--- src/design/logic_fn_map.vh ---
`ifndef LOGIC_FN_MAP_VH
`define LOGIC_FN_MAP_VH

// Register offsets (byte addresses)
`define REG_CTRL 8'h00
`define REG_CFG 8'h04
`define REG_STATUS 8'h08

// Control register bits (write only, self clearing)
`define CTRL_START 0
`define CTRL_STOP 1

// Configuration register fields
`define CFG_ACT_LSB 0
`define CFG_ACT_MSB 3
`define CFG_IN1_LSB 4
`define CFG_IN1_MSB 9
`define CFG_IN2_LSB 10
`define CFG_IN2_MSB 15
`define CFG_OUT_LSB 16
`define CFG_OUT_MSB 19
`define CFG_RUN_ONCE 20
`define CFG_RESET 21'h010100

// Source selector: bit 5 picks memory bit over output, bit 4 set means no source
`define SEL_KIND 5
`define SEL_NONE 4

// Status register bits
`define ST_STATE_MSB 2
`define ST_ERROR 3
`define ST_REFUSED 4
`define ST_OUT_OBS 5
`define ST_FIRED 6
`define ST_PENDING 7

// Action codes
`define ACT_NONE 4'h0
`define ACT_FOLLOW 4'h1
`define ACT_NFOLLOW 4'h2
`define ACT_PULSE_ON 4'h3
`define ACT_NPULSE_ON 4'h4
`define ACT_PULSE_OFF 4'h5
`define ACT_NPULSE_OFF 4'h6
`define ACT_OR 4'h7
`define ACT_AND 4'h8
`define ACT_NOR 4'h9
`define ACT_NAND 4'ha
`define ACT_XOR 4'hb

// Timing
`define CLK_HZ 100000000
`define TICK_HZ 1000
`define RESTORE_TIME_S 30
`define TICK_CYCLES (`CLK_HZ / `TICK_HZ)
`define RESTORE_TICKS (`RESTORE_TIME_S * `TICK_HZ)
`define SETTLE_CYCLES 3'h4

`endif

--- src/design/restore_timer.v ---
// Counts a restore delay while run is high; any drop of run starts over.
module restore_timer #(
	parameter TICK_CYCLES = 100000,
	parameter RESTORE_TICKS = 30000
) (
	// Clock and reset
	input wire clk,
	input wire srst,
	// Control
	input wire run,
	output reg expired
);
	reg [16:0] pre_q;
	reg [15:0] ticks_q;
	wire tick;

	// Millisecond enable keeps the long count in two short counters
	assign tick = (pre_q == TICK_CYCLES - 1);

	always @(posedge clk) begin
		if (srst || !run) begin
			pre_q <= 17'h00000;
			ticks_q <= 16'h0000;
			expired <= 1'b0;
		end else if (!expired) begin
			if (tick) begin
				pre_q <= 17'h00000;
				ticks_q <= ticks_q + 16'h0001;
				if (ticks_q == RESTORE_TICKS - 1)
					expired <= 1'b1;
			end else begin
				pre_q <= pre_q + 17'h00001;
			end
		end
	end
endmodule

--- src/design/logic_fn.v ---
// Our own choices: the register offsets and the strobed register port.
`include "logic_fn_map.vh"

// Functional notes
// - Normal mode is default; a running normal-mode function restarts after a system restart.
// - Run-once mode acts a single time, then idles until stopped and started.
// - Eleven action codes select how the inputs combine into the output.
// - Follow drives the output equal to input one, re-evaluated continuously.
// - An output altered from outside is restored after 30 seconds.
// - The restore delay applies only to changes this function did not make.
// - Inverted follow drives the complement of input one, with delayed restore.
// - Pulse-on sets the output on at an off-to-on edge of input one.
// - Inverted pulse-on sets the output off at an off-to-on edge.
// - Pulse-off sets the output on at an on-to-off edge of input one.
// - Inverted pulse-off sets the output off at an on-to-off edge.
// - After a pulse action fires, the output is not touched again until a stop and start, or a system restart in normal mode, rearms it.
// - OR drives on when either input is on.
// - AND drives on only when both inputs are on.
// - NOR drives on only when both inputs are off.
// - NAND drives off only when both inputs are on.
// - XOR drives on when exactly one input is on.
// - OR and NOR restore their result after an outside change.
// - An invalid input one at start raises an error and suspends.
// - Input two is used only by two-input actions; sources are outputs or memory bits.
// - The output selector names the programmable output being driven.
// - Configuration writes while running are refused and only viewable.
module logic_fn #(
	parameter TICK_CYCLES = `TICK_CYCLES,
	parameter RESTORE_TICKS = `RESTORE_TICKS
) (
	// Clock and reset
	input wire clk,
	input wire srst,
	// Register port
	input wire [7:0] addr,
	input wire [31:0] wdata,
	input wire wr,
	input wire rd,
	output reg [31:0] rdata,
	// Observed states of programmable outputs and memory bits
	input wire [15:0] pgm_in,
	input wire [15:0] mem_in,
	// System restart event
	input wire sys_restart,
	// Output drive command
	output reg pgm_wr,
	output reg [3:0] pgm_wr_idx,
	output reg pgm_wr_val
);
	localparam S_IDLE = 3'h0;
	localparam S_RUN = 3'h1;
	localparam S_DONE = 3'h2;
	localparam S_ERR = 3'h3;

	reg [2:0] state_q;
	reg [2:0] state_d;
	reg [20:0] cfg_q;
	reg refused_q;
	reg error_q;
	reg fired_q;
	reg own_q;
	reg last_q;
	reg prev_in1_q;
	reg [2:0] settle_q;
	reg [15:0] pgm_s1_q;
	reg [15:0] pgm_s2_q;
	reg [15:0] mem_s1_q;
	reg [15:0] mem_s2_q;
	reg rst_s1_q;
	reg rst_s2_q;
	reg rst_s3_q;

	wire [3:0] act;
	wire [5:0] sel1;
	wire [5:0] sel2;
	wire [3:0] out_idx;
	wire run_once;
	wire in1;
	wire in2;
	wire in1_ok;
	wire obs;
	wire restart_evt;
	wire start_req;
	wire stop_req;
	wire cfg_wr;
	wire busy;
	wire follow_type;
	wire pulse_type;
	wire edge_hit;
	wire mismatch;
	wire expired;
	reg res;
	reg pulse_val;
	reg do_wr;
	reg wr_val;

	assign act = cfg_q[`CFG_ACT_MSB:`CFG_ACT_LSB];
	assign sel1 = cfg_q[`CFG_IN1_MSB:`CFG_IN1_LSB];
	assign sel2 = cfg_q[`CFG_IN2_MSB:`CFG_IN2_LSB];
	assign out_idx = cfg_q[`CFG_OUT_MSB:`CFG_OUT_LSB];
	assign run_once = cfg_q[`CFG_RUN_ONCE];

	// Outside states come from another part of the controller; synchronise them
	always @(posedge clk) begin
		if (srst) begin
			pgm_s1_q <= 16'h0000;
			pgm_s2_q <= 16'h0000;
			mem_s1_q <= 16'h0000;
			mem_s2_q <= 16'h0000;
			rst_s1_q <= 1'b0;
			rst_s2_q <= 1'b0;
			rst_s3_q <= 1'b0;
		end else begin
			pgm_s1_q <= pgm_in;
			pgm_s2_q <= pgm_s1_q;
			mem_s1_q <= mem_in;
			mem_s2_q <= mem_s1_q;
			rst_s1_q <= sys_restart;
			rst_s2_q <= rst_s1_q;
			rst_s3_q <= rst_s2_q;
		end
	end

	// Only the rising edge counts, so a held restart level re-arms once
	assign restart_evt = rst_s2_q && !rst_s3_q;

	// Each input reads an output or a memory bit; no source reads as off
	assign in1 = sel1[`SEL_NONE] ? 1'b0 :
		(sel1[`SEL_KIND] ? mem_s2_q[sel1[3:0]] : pgm_s2_q[sel1[3:0]]);
	assign in2 = sel2[`SEL_NONE] ? 1'b0 :
		(sel2[`SEL_KIND] ? mem_s2_q[sel2[3:0]] : pgm_s2_q[sel2[3:0]]);
	assign in1_ok = !sel1[`SEL_NONE];
	assign obs = pgm_s2_q[out_idx];

	assign start_req = wr && (addr == `REG_CTRL) && wdata[`CTRL_START];
	assign stop_req = wr && (addr == `REG_CTRL) && wdata[`CTRL_STOP];
	assign cfg_wr = wr && (addr == `REG_CFG);
	assign busy = (state_q == S_RUN) || (state_q == S_DONE);

	// Eleven actions; codes above the last one act as none
	assign follow_type = (act == `ACT_FOLLOW) || (act == `ACT_NFOLLOW) ||
		((act >= `ACT_OR) && (act <= `ACT_XOR));
	assign pulse_type = (act >= `ACT_PULSE_ON) && (act <= `ACT_NPULSE_OFF);

	always @* begin
		res = 1'b0;
		case (act)
			`ACT_FOLLOW: res = in1;
			`ACT_NFOLLOW: res = !in1;
			`ACT_OR: res = in1 | in2;
			`ACT_AND: res = in1 & in2;
			`ACT_NOR: res = !(in1 | in2);
			`ACT_NAND: res = !(in1 & in2);
			`ACT_XOR: res = in1 ^ in2;
			default: res = 1'b0;
		endcase
	end

	// Pulse actions react to one edge of input one and one value each
	assign edge_hit = ((act == `ACT_PULSE_ON) && in1 && !prev_in1_q) ||
		((act == `ACT_NPULSE_ON) && in1 && !prev_in1_q) ||
		((act == `ACT_PULSE_OFF) && !in1 && prev_in1_q) ||
		((act == `ACT_NPULSE_OFF) && !in1 && prev_in1_q);

	always @* begin
		pulse_val = 1'b0;
		case (act)
			`ACT_PULSE_ON: pulse_val = 1'b1;
			`ACT_PULSE_OFF: pulse_val = 1'b1;
			default: pulse_val = 1'b0;
		endcase
	end

	// Output differs from what we last drove: someone else changed it
	assign mismatch = (state_q == S_RUN) && follow_type && own_q &&
		(res == last_q) && (settle_q == 3'h0) && (obs != last_q);

	// Timer starts over whenever the mismatch clears, so a flicker never restores early
	// Restore applies to every follow-type action
	restore_timer #(
		.TICK_CYCLES(TICK_CYCLES),
		.RESTORE_TICKS(RESTORE_TICKS)
	) u_restore (
		.clk(clk),
		.srst(srst),
		.run(mismatch),
		.expired(expired)
	);

	// Decide on a drive command in the running state
	always @* begin
		do_wr = 1'b0;
		wr_val = 1'b0;
		if (state_q == S_RUN) begin
			if (follow_type) begin
				if (!own_q || (res != last_q)) begin
					do_wr = 1'b1;
					wr_val = res;
				end else if (mismatch && expired) begin
					do_wr = 1'b1;
					wr_val = last_q;
				end
			end else if (pulse_type && !fired_q && edge_hit) begin
				do_wr = 1'b1;
				wr_val = pulse_val;
			end
		end
	end

	// Function state
	always @* begin
		state_d = state_q;
		case (state_q)
			S_IDLE, S_ERR: begin
				if (start_req && (act != `ACT_NONE) && (act <= `ACT_XOR))
					state_d = in1_ok ? S_RUN : S_ERR;
			end
			S_RUN: begin
				if (stop_req)
					state_d = S_IDLE;
				else if (restart_evt && run_once)
					state_d = S_IDLE;
				else if (do_wr && run_once)
					state_d = S_DONE;
			end
			S_DONE: begin
				if (stop_req)
					state_d = S_IDLE;
				else if (restart_evt)
					state_d = S_IDLE;
			end
			default: state_d = S_IDLE;
		endcase
		// A restart reruns a normal-mode function that was running
		if (restart_evt && !run_once && !stop_req && (state_q == S_RUN))
			state_d = in1_ok ? S_RUN : S_ERR;
	end

	// Arming clears edge history and ownership, so the first pass of a follow-type action always drives
	wire arming;
	assign arming = (state_d == S_RUN) &&
		((state_q != S_RUN) || (restart_evt && !run_once));

	always @(posedge clk) begin
		if (srst) begin
			state_q <= S_IDLE;
			error_q <= 1'b0;
			fired_q <= 1'b0;
			own_q <= 1'b0;
			last_q <= 1'b0;
			prev_in1_q <= 1'b0;
			settle_q <= 3'h0;
		end else begin
			state_q <= state_d;
			if (state_d == S_ERR)
				error_q <= 1'b1;
			else if (state_q == S_ERR && state_d != S_ERR)
				error_q <= 1'b0;
			if (arming) begin
				// Edges only count from the start onward
				prev_in1_q <= in1;
				fired_q <= 1'b0;
				own_q <= 1'b0;
				settle_q <= 3'h0;
			end else begin
				prev_in1_q <= in1;
				if (do_wr) begin
					own_q <= 1'b1;
					last_q <= wr_val;
					// Our own change takes a few cycles to show on the input side
					settle_q <= `SETTLE_CYCLES;
					if (pulse_type)
						fired_q <= 1'b1;
				end else if (settle_q != 3'h0) begin
					settle_q <= settle_q - 3'h1;
				end
			end
		end
	end

	// Drive command to the selected programmable output
	always @(posedge clk) begin
		if (srst) begin
			pgm_wr <= 1'b0;
			pgm_wr_idx <= 4'h0;
			pgm_wr_val <= 1'b0;
		end else begin
			// A decision taken while arming saw stale state; the next cycle redoes it
			pgm_wr <= do_wr && !arming;
			if (do_wr) begin
				pgm_wr_idx <= out_idx;
				pgm_wr_val <= wr_val;
			end
		end
	end

	// Writing the refused bit of the status word clears it
	wire refused_clr;
	assign refused_clr = wr && (addr == `REG_STATUS) && wdata[`ST_REFUSED];

	// Configuration: held while running; refused attempts are flagged
	// Settings change only while halted, so a running result never mixes two words
	always @(posedge clk) begin
		if (srst) begin
			cfg_q <= `CFG_RESET;
			refused_q <= 1'b0;
		end else begin
			if (cfg_wr && !busy)
				cfg_q <= wdata[20:0];
			if (cfg_wr && busy)
				refused_q <= 1'b1;
			else if (refused_clr)
				refused_q <= 1'b0;
		end
	end

	// Status word; pending shows a restore delay being counted
	wire [7:0] status;
	assign status[`ST_STATE_MSB:0] = state_q;
	assign status[`ST_ERROR] = error_q;
	assign status[`ST_REFUSED] = refused_q;
	assign status[`ST_OUT_OBS] = obs;
	assign status[`ST_FIRED] = fired_q;
	assign status[`ST_PENDING] = mismatch;

	// Read data stand the cycle after the strobe
	always @(posedge clk) begin
		if (srst) begin
			rdata <= 32'h00000000;
		end else if (rd) begin
			case (addr)
				`REG_CTRL: rdata <= 32'h00000000;
				`REG_CFG: rdata <= {11'h000, cfg_q};
				`REG_STATUS: rdata <= {24'h000000, status};
				default: rdata <= 32'h00000000;
			endcase
		end else begin
			rdata <= 32'h00000000;
		end
	end
endmodule

--- config.mk ---
export PLATFORM = sky130hd
export DESIGN_NAME = logic_fn
export DESIGN_NICKNAME = d
export VERILOG_FILES = /design/src/design/restore_timer.v /design/src/design/logic_fn.v
export VERILOG_INCLUDE_DIRS = /design/src /design/src/design
export SDC_FILE = /design/constraint.sdc
export NUM_CORES = 1
export LEC_CHECK = 0
export BUFFER_PORTS_ARGS = -buffer_cell sky130_fd_sc_hd__buf_2
export CORE_ASPECT_RATIO = 0.9
export CORE_UTILIZATION = 55
export CTS_CLUSTER_DIAMETER = 200
export DETAILED_ROUTE_END_ITERATION = 8
export MAX_ROUTING_LAYER = met4
export PLACE_DENSITY = 0.83
export SLEW_MARGIN = 20
export SYNTH_ARGS = -nofsm -noshare
export SYNTH_HDL_FRONTEND = slang
export SYNTH_SLANG_ARGS = --single-unit
--- constraint.sdc ---
create_clock -name clk -period 5.4 [get_ports clk]
set_input_delay 1.08 -clock clk [delete_from_list [all_inputs] [get_ports clk]]
set_output_delay 1.08 -clock clk [all_outputs]
set_load 0.05 [all_outputs]
==> impl_metrics.py, run 1 <==
metrics = {
    "sta": {
        "finalMaxSlewViolations": 0,
        "fin_skew_ns": 0.00981,
        "rsz0062_at_grt": "false",
        "fin_crit_sh_pct": 86.3,
        "hold_violations": 0,
        "relSlewSlack_pct": 36.9,
        "worstMarginPinSlew_ns": 0.946,
        "whs_ns": 0.434,
        "tns_ns": 0,
        "finalCriticalPeriod_ns": 4.66,
        "setup_viol": 0,
        "max_freq_mhz": 215,
    },
    "yosys": {
        "synth_top_area_share_pct": 48.0,
        "synth_common_cells": "dfxtp_1, nor2_1, nor2b_1",
        "synth_fa_ha_area_share_pct": 1.30,
        "synth-edff-count": 0,
        "synthXorXnorAreaFrac_pct": 4.56,
        "ys_top_cells_by_area": "dfxtp_1, nor2b_1, mux4_2, nor2_1, nand2_1",
        "async_flop_share_pct": 0,
        "yosysTopAreaCell": "dfxtp_1",
        "yosysSeqAreaShare_pct": 48.0,
        "yosysMostFrequentCell": "dfxtp_1",
        "synth.area.mux_share_pct": 9.74,
        "synth-simple-area-share_pct": 23.6,
        "netlist_area_um2": 6720,
        "synth-compound-area-share_pct": 7.69,
        "yosys_warnings": 0,
        "synth_top_family_by_area": "simple AND/OR/NAND/NOR gates",
        "syn_area_per_cell_um2": 9.80,
        "ys_seq_elements": 161,
        "ys_types": 66,
        "synth_cells": 686,
        "synth_flop_cell": "dfxtp_1",
    },
    "floorplanning": {
        "dieArea_um2": 12700,
        "row_count": 37,
        "io_pins": 115,
        "die_y_um": 107,
        "core_area_um2": 11700,
        "die_w_um": 119,
        "initial_core_util_pct": 57.6,
    },
    "drt": {
        "vias": 5032,
        "drt_pass1_iterations": 6,
        "drc": 0,
        "vias_per_cell": 5.36,
        "drt-total-wl_mm": 13.4,
        "wl_per_cell_um": 14.3,
        "drt_iter0_drc": 554,
        "ant_nets": 0,
    },
    "global_route": {
        "grtUsageTotal_pct": 22.8,
        "antenna_found_initial": 0,
        "grt_pass1_wl_mm": 22.1,
        "grt-ovfl-total": 0,
        "grt_max_degree": 97,
        "grt_pass1_vias": 4792,
    },
    "final_layout": {
        "final_nets": 855,
        "drive_above_1_share_pct": 20.5,
        "syn2layout_area_growth_pct": 15.8,
        "nFillCells": 901,
        "post-route-util_pct": 66.7,
        "insertedDiodeCount": 0,
    },
    "placed_design": {
        "dp_hpwl_mm": 9.55,
        "globalplace.congestion": 0.909,
        "port_buffers": 92,
    },
    "critical_path": {
        "slowest_stage": "dfxtp_1",
        "cpPeakStageDelay_ns": 0.85,
        "path_cells": "mux2i_1 -> mux4_2 -> a21o_1 -> a31oi_1 -> inv_1 -> ha_1 -> mux2i_1 -> mux2i_1 -> a31oi_1 -> o21ai_0 -> or4b_1 -> o211ai_1 -> buf_4 -> mux2i_1 -> nor2_1",
        "crit_type": "flop to flop",
        "path_max_fanout": 16,
        "cp-start-kind": "flop",
        "worstPathRequired_ns": 5.66,
        "crit_cells": 15,
        "end_kind": "flop",
        "cp_top_family": "compound AO/OA/AOI/OAI gates",
        "critPathBufInv": 2,
        "r2r_cells": 15,
        "worstPathArrival_ns": 4.92,
        "path_common_cell": "mux2i_1",
    },
    "clock_network": {
        "cts_setup_buffers": 0,
        "worstSkewPairLatency_ns": 0.42,
        "ctsLongestPathBuffers": 2,
        "cts_hold_buffers": 0,
        "cts_tree": "yes",
        "h-tree-depth": 4,
        "cts_root_buffer": "clkbuf_16",
        "numCtsBuffers": 17,
        "cts.repair.resized": 0,
        "cts_sinks": 161,
        "clk_pin_slew_ns": 0.06,
    },
    "pwr": {
        "ir_drop_mv": 0.221,
        "p_leak_nw": 3.06,
        "powerDensity_nw_per_um2": 327,
    },
    "status": {
        "status": "finished, final reports clean",
    },
    "min_path": {
        "whs_path_depth": 1,
        "hold_class": "flop to flop",
    },
    "flow_run": {
        "cap_violations": 0,
    },
}
## per-layer routing
metal	wire [µm]	vias up	GRT usage, %
met5	0	-	-
met4	279	0	9.95
met3	932	31	5.74
met2	6470	209	37.6
met1	5730	2323	26.5
li1	-	2469	-
## cell families after synthesis
| kind of cell | Yosys count |
|---|---|
| and+or+nand+nor | 306 |
| adders and majority gates | 7 |
| DFF | 161 |
| other | 1 |
| AOI/OAI and AO/OA | 73 |
| muxes | 41 |
| buffers and inverters | 62 |
| xor gates and xnor gates | 35 |
## cell usage in the layout (no fill, tap or decap), types with 6 or more instances in the layout
cell	instances
nor2_1	71
nand3_1	24
a22oi_1	7
nor2b_1	70
mux4_2	14
nand2b_1	6
xor2_1	20
and2_1	17
nor3_1	9
buf_2	92
buf_4	6
dfxtp_1	161
clkbuf_16	17
and3_1	6
nand2_1	67
inv_1	17
ha_1	7
o21ai_0	6
mux2i_1	20
conb_1	12
xnor2_1	15
a21oi_1	30
## sequential cells by signal, indices dropped and copies added, names as in the netlist, 3 cells and up
register,count
cfg_q,21
mem_s1_q,16
mem_s2_q,16
pgm_s1_q,16
pgm_s2_q,16
pgm_wr_idx,4
rdata,21
settle_q,3
state_q,3
u_restore.pre_q,17
u_restore.ticks_q,16
## area by class of cell
type | instances | area (µm²) | share of cell area (%)
Clock inverter | 8 | 105 | 1.35
Clock buffer | 22 | 484 | 6.22
Sequential cell | 161 | 3220 | 41.4
Timing Repair Buffer | 98 | 505 | 6.50
Inverter | 19 | 71.3 | 0.917
Multi-Input combinational cell | 474 | 3190 | 41.1
Tap cell | 156 | 195 | 2.51
## metrics by stage
step                      total power (W)  worst slack [ns]  area (µm²)  cells
after floorplan                   0.00135              1.36        6760    697
after global placement            0.00138             0.935        7180    907
after detailed placement          0.00139             0.812        7190    908
after CTS                         0.00255             0.766        7780    938
after global routing              0.00263             0.299        7780    938
final                             0.00254             0.741        7780    938
## power by group
group          switching, W  internal, W  total, W
registers         0.0000139      0.00122   0.00123
clock network      0.000451     0.000725   0.00118
logic             0.0000740    0.0000590  0.000133
## path summary, 6_finish.rpt
| kind | from | endpoint | slack [ns] |
|---|---|---|---|
| worst min-delay path | pgm_s1_q[7] | pgm_s2_q[7] | 0.43 |
| worst max-delay path | cfg_q[5] | pgm_wr_idx[0] | 0.74 |
| worst max register to register | cfg_q[5] | pgm_wr_idx[0] | 0.74 |
| worst min register to register | pgm_s1_q[7] | pgm_s2_q[7] | 0.43 |
No activity file was read; power rests on OpenSTA's default activity.
==> run 2, diff against run 1 <==
==> constraint.sdc (replaced) <==
create_clock -name clk -period 5.7 [get_ports clk]
set_input_delay 1.14 -clock clk [delete_from_list [all_inputs] [get_ports clk]]
set_output_delay 1.14 -clock clk [all_outputs]
set_load 0.05 [all_outputs]
==> run 2 against run 1 <==
Clock skew decreased by 0.0036 ns. Routed wire length increased by 0.35%. Sequential share of layout area about the same. Clock-buffer cell count increased by 1. Combinational power decreased by 6%. Critical endpoint is now pgm_wr_idx[3].
==> impl_metrics.py, run 2 (synthesis results as in run 1) <==
metrics = {
    "status": {
        "status": "finished, final reports clean",
    },
    "sta": {
        "setup_viol": 0,
        "fin_skew_ns": 0.00620,
        "fin_crit_sh_pct": 83.0,
        "hold_violations": 0,
        "worstMarginPinSlew_ns": 0.949,
        "finalCriticalPeriod_ns": 4.73,
        "tns_ns": 0,
        "rsz0062_at_grt": "false",
        "max_freq_mhz": 211,
        "finalMaxSlewViolations": 0,
        "relSlewSlack_pct": 36.7,
    },
    "drt": {
        "drt-total-wl_mm": 13.5,
        "vias_per_cell": 5.30,
        "vias": 4979,
        "drc": 0,
        "drt_iter0_drc": 398,
        "wl_per_cell_um": 14.3,
        "ant_nets": 0,
        "drt_pass1_iterations": 5,
    },
    "pwr": {
        "p_sw_w": 0.000510,
        "clkPwrFrac_pct": 46.1,
        "powerDensity_nw_per_um2": 308,
        "p_leak_nw": 3.06,
        "seq_power_share_pct": 48.7,
        "switching_share_pct": 21.3,
        "ir_drop_mv": 0.199,
        "internal_power_w": 0.00189,
        "pwr-share-comb_pct": 5.2,
    },
    "placed_design": {
        "dp_hpwl_mm": 9.57,
        "globalplace.congestion": 0.880,
        "port_buffers": 92,
        "place_area_um2": 7190,
    },
    "final_layout": {
        "syn2layout_area_growth_pct": 15.7,
        "insertedDiodeCount": 0,
        "most-common-layout-cells": "dfxtp_1, buf_2, nor2_1, nor2b_1, nand2_1",
        "largestRegisters": "cfg_q (21), rdata (21), u_restore.pre_q (17)",
        "drive_above_1_share_pct": 20.4,
        "fin_area_um2": 7770,
        "final_nets": 855,
        "layout_commonest_cell": "dfxtp_1",
    },
    "floorplanning": {
        "dieArea_um2": 12700,
        "die_w_um": 119,
        "io_pins": 115,
        "initial_core_util_pct": 57.6,
        "die_y_um": 107,
        "core_area_um2": 11700,
        "row_count": 37,
    },
    "critical_path": {
        "path_max_fanout": 16,
        "crit_type": "flop to flop",
        "timing.rr.start": "cfg_q[5]",
        "end_kind": "flop",
        "rr_endpoint": "pgm_wr_idx[3]",
        "r2r_slack_ns": 0.97,
        "worstPathRequired_ns": 5.96,
        "r2r_cells": 15,
        "cp-start-kind": "flop",
        "worstPathArrival_ns": 5.00,
    },
    "global_route": {
        "grt-ovfl-total": 0,
        "grt_pass1_wl_mm": 22.4,
        "antenna_found_initial": 0,
        "grtUsageTotal_pct": 23.3,
        "grt_pass1_vias": 4783,
        "grt_max_degree": 97,
    },
    "min_path": {
        "min_from": "mem_s1_q[5]",
        "hold_class": "flop to flop",
        "worstHoldEndpoint": "mem_s2_q[5]",
        "whs_path_depth": 1,
    },
    "clock_network": {
        "cts_tree": "yes",
        "ctsLongestPathBuffers": 2,
        "clk_pin_slew_ns": 0.06,
        "cts_hold_buffers": 0,
        "worstSkewPairLatency_ns": 0.42,
        "cts_root_buffer": "clkbuf_16",
        "numCtsBuffers": 17,
        "cts.repair.resized": 0,
        "cts_setup_buffers": 0,
        "h-tree-depth": 4,
        "cts_sinks": 161,
    },
    "flow_run": {
        "cap_violations": 0,
    },
}
==> run 2: changes by cell type in the layout (fill, tap and decap cells not counted), sizes merged <==
cell    before  now
clkinv       5    6
clkbuf      22   23
==> run 2: through the flow <==
step / power [W] / util [%] / std cells / hold WS [ns] / setup slack (ns)
final: 0.00240 / 66.6 / 940 / 0.436 / 0.967
after global routing: 0.00249 / 66.6 / 940 / 0.455 / 0.577
after CTS: 0.00241 / 66.6 / 940 / 0.437 / 1.01
after detailed placement: 0.00132 / 61.6 / 908 / 0.424 / 1.07
after global placement: 0.00131 / 61.6 / 907 / 0.422 / 1.23
after floorplan: 0.00128 / - / 697 / 0.414 / 1.66
==> run 2: layout make-up <==
cell class	count	area, µm²
Clock buffer	23	478
Clock inverter	9	106
Fill cell	928	3890
Inverter	19	71.3
Multi-Input combinational cell	474	3190
Sequential cell	161	3220
Tap cell	156	195
Timing Repair Buffer	98	505
==> run 2: critical path, cell delays in order (launching register included) <==
cell	delay, ns
dfxtp_1	0.87
mux2i_1	0.20
mux4_2	0.52
a21o_1	0.19
a31oi_1	0.32
inv_1	0.14
ha_1	0.26
mux2i_1	0.13
mux2i_1	0.09
a31oi_1	0.15
o21ai_0	0.22
or4b_1	0.60
o211ai_1	0.34
buf_4	0.28
mux2i_1	0.19
nor2_1	0.06
==> run 2: worst max path at each step <==
stage | from | end | slack [ns] | depth (start not counted)
finish | cfg_q[5] | pgm_wr_idx[3] | 0.97 | 15
global route | cfg_q[5] | pgm_wr_idx[3] | 0.58 | 15
CTS | cfg_q[5] | pgm_wr_idx[0] | 1.01 | 15
detailed placement | cfg_q[5] | pgm_wr_idx[3] | 1.07 | 15
global placement | cfg_q[5] | pgm_wr_idx[2] | 1.23 | 14
floorplan | cfg_q[10] | u_restore.pre_q[12] | 1.66 | 16
==> run 2: routing by layer <==
layer	track usage [%]	share of wire, %
met5	-	0
met4	9.13	1.4
met3	6.81	5.6
met2	38.1	49
met1	27.2	44
==> run 2: power by group through the flow <==
stage	sequential, W	combinational, W	clock [W]
4_1_cts	0.00117	0.000125	0.00112
3_3_place_gp	0.00119	0.000120	0
2_1_floorplan	0.00119	0.0000956	0
5_1_grt	0.00117	0.000137	0.00118
6_report	0.00117	0.000125	0.00110
3_5_place_dp	0.00119	0.000124	0
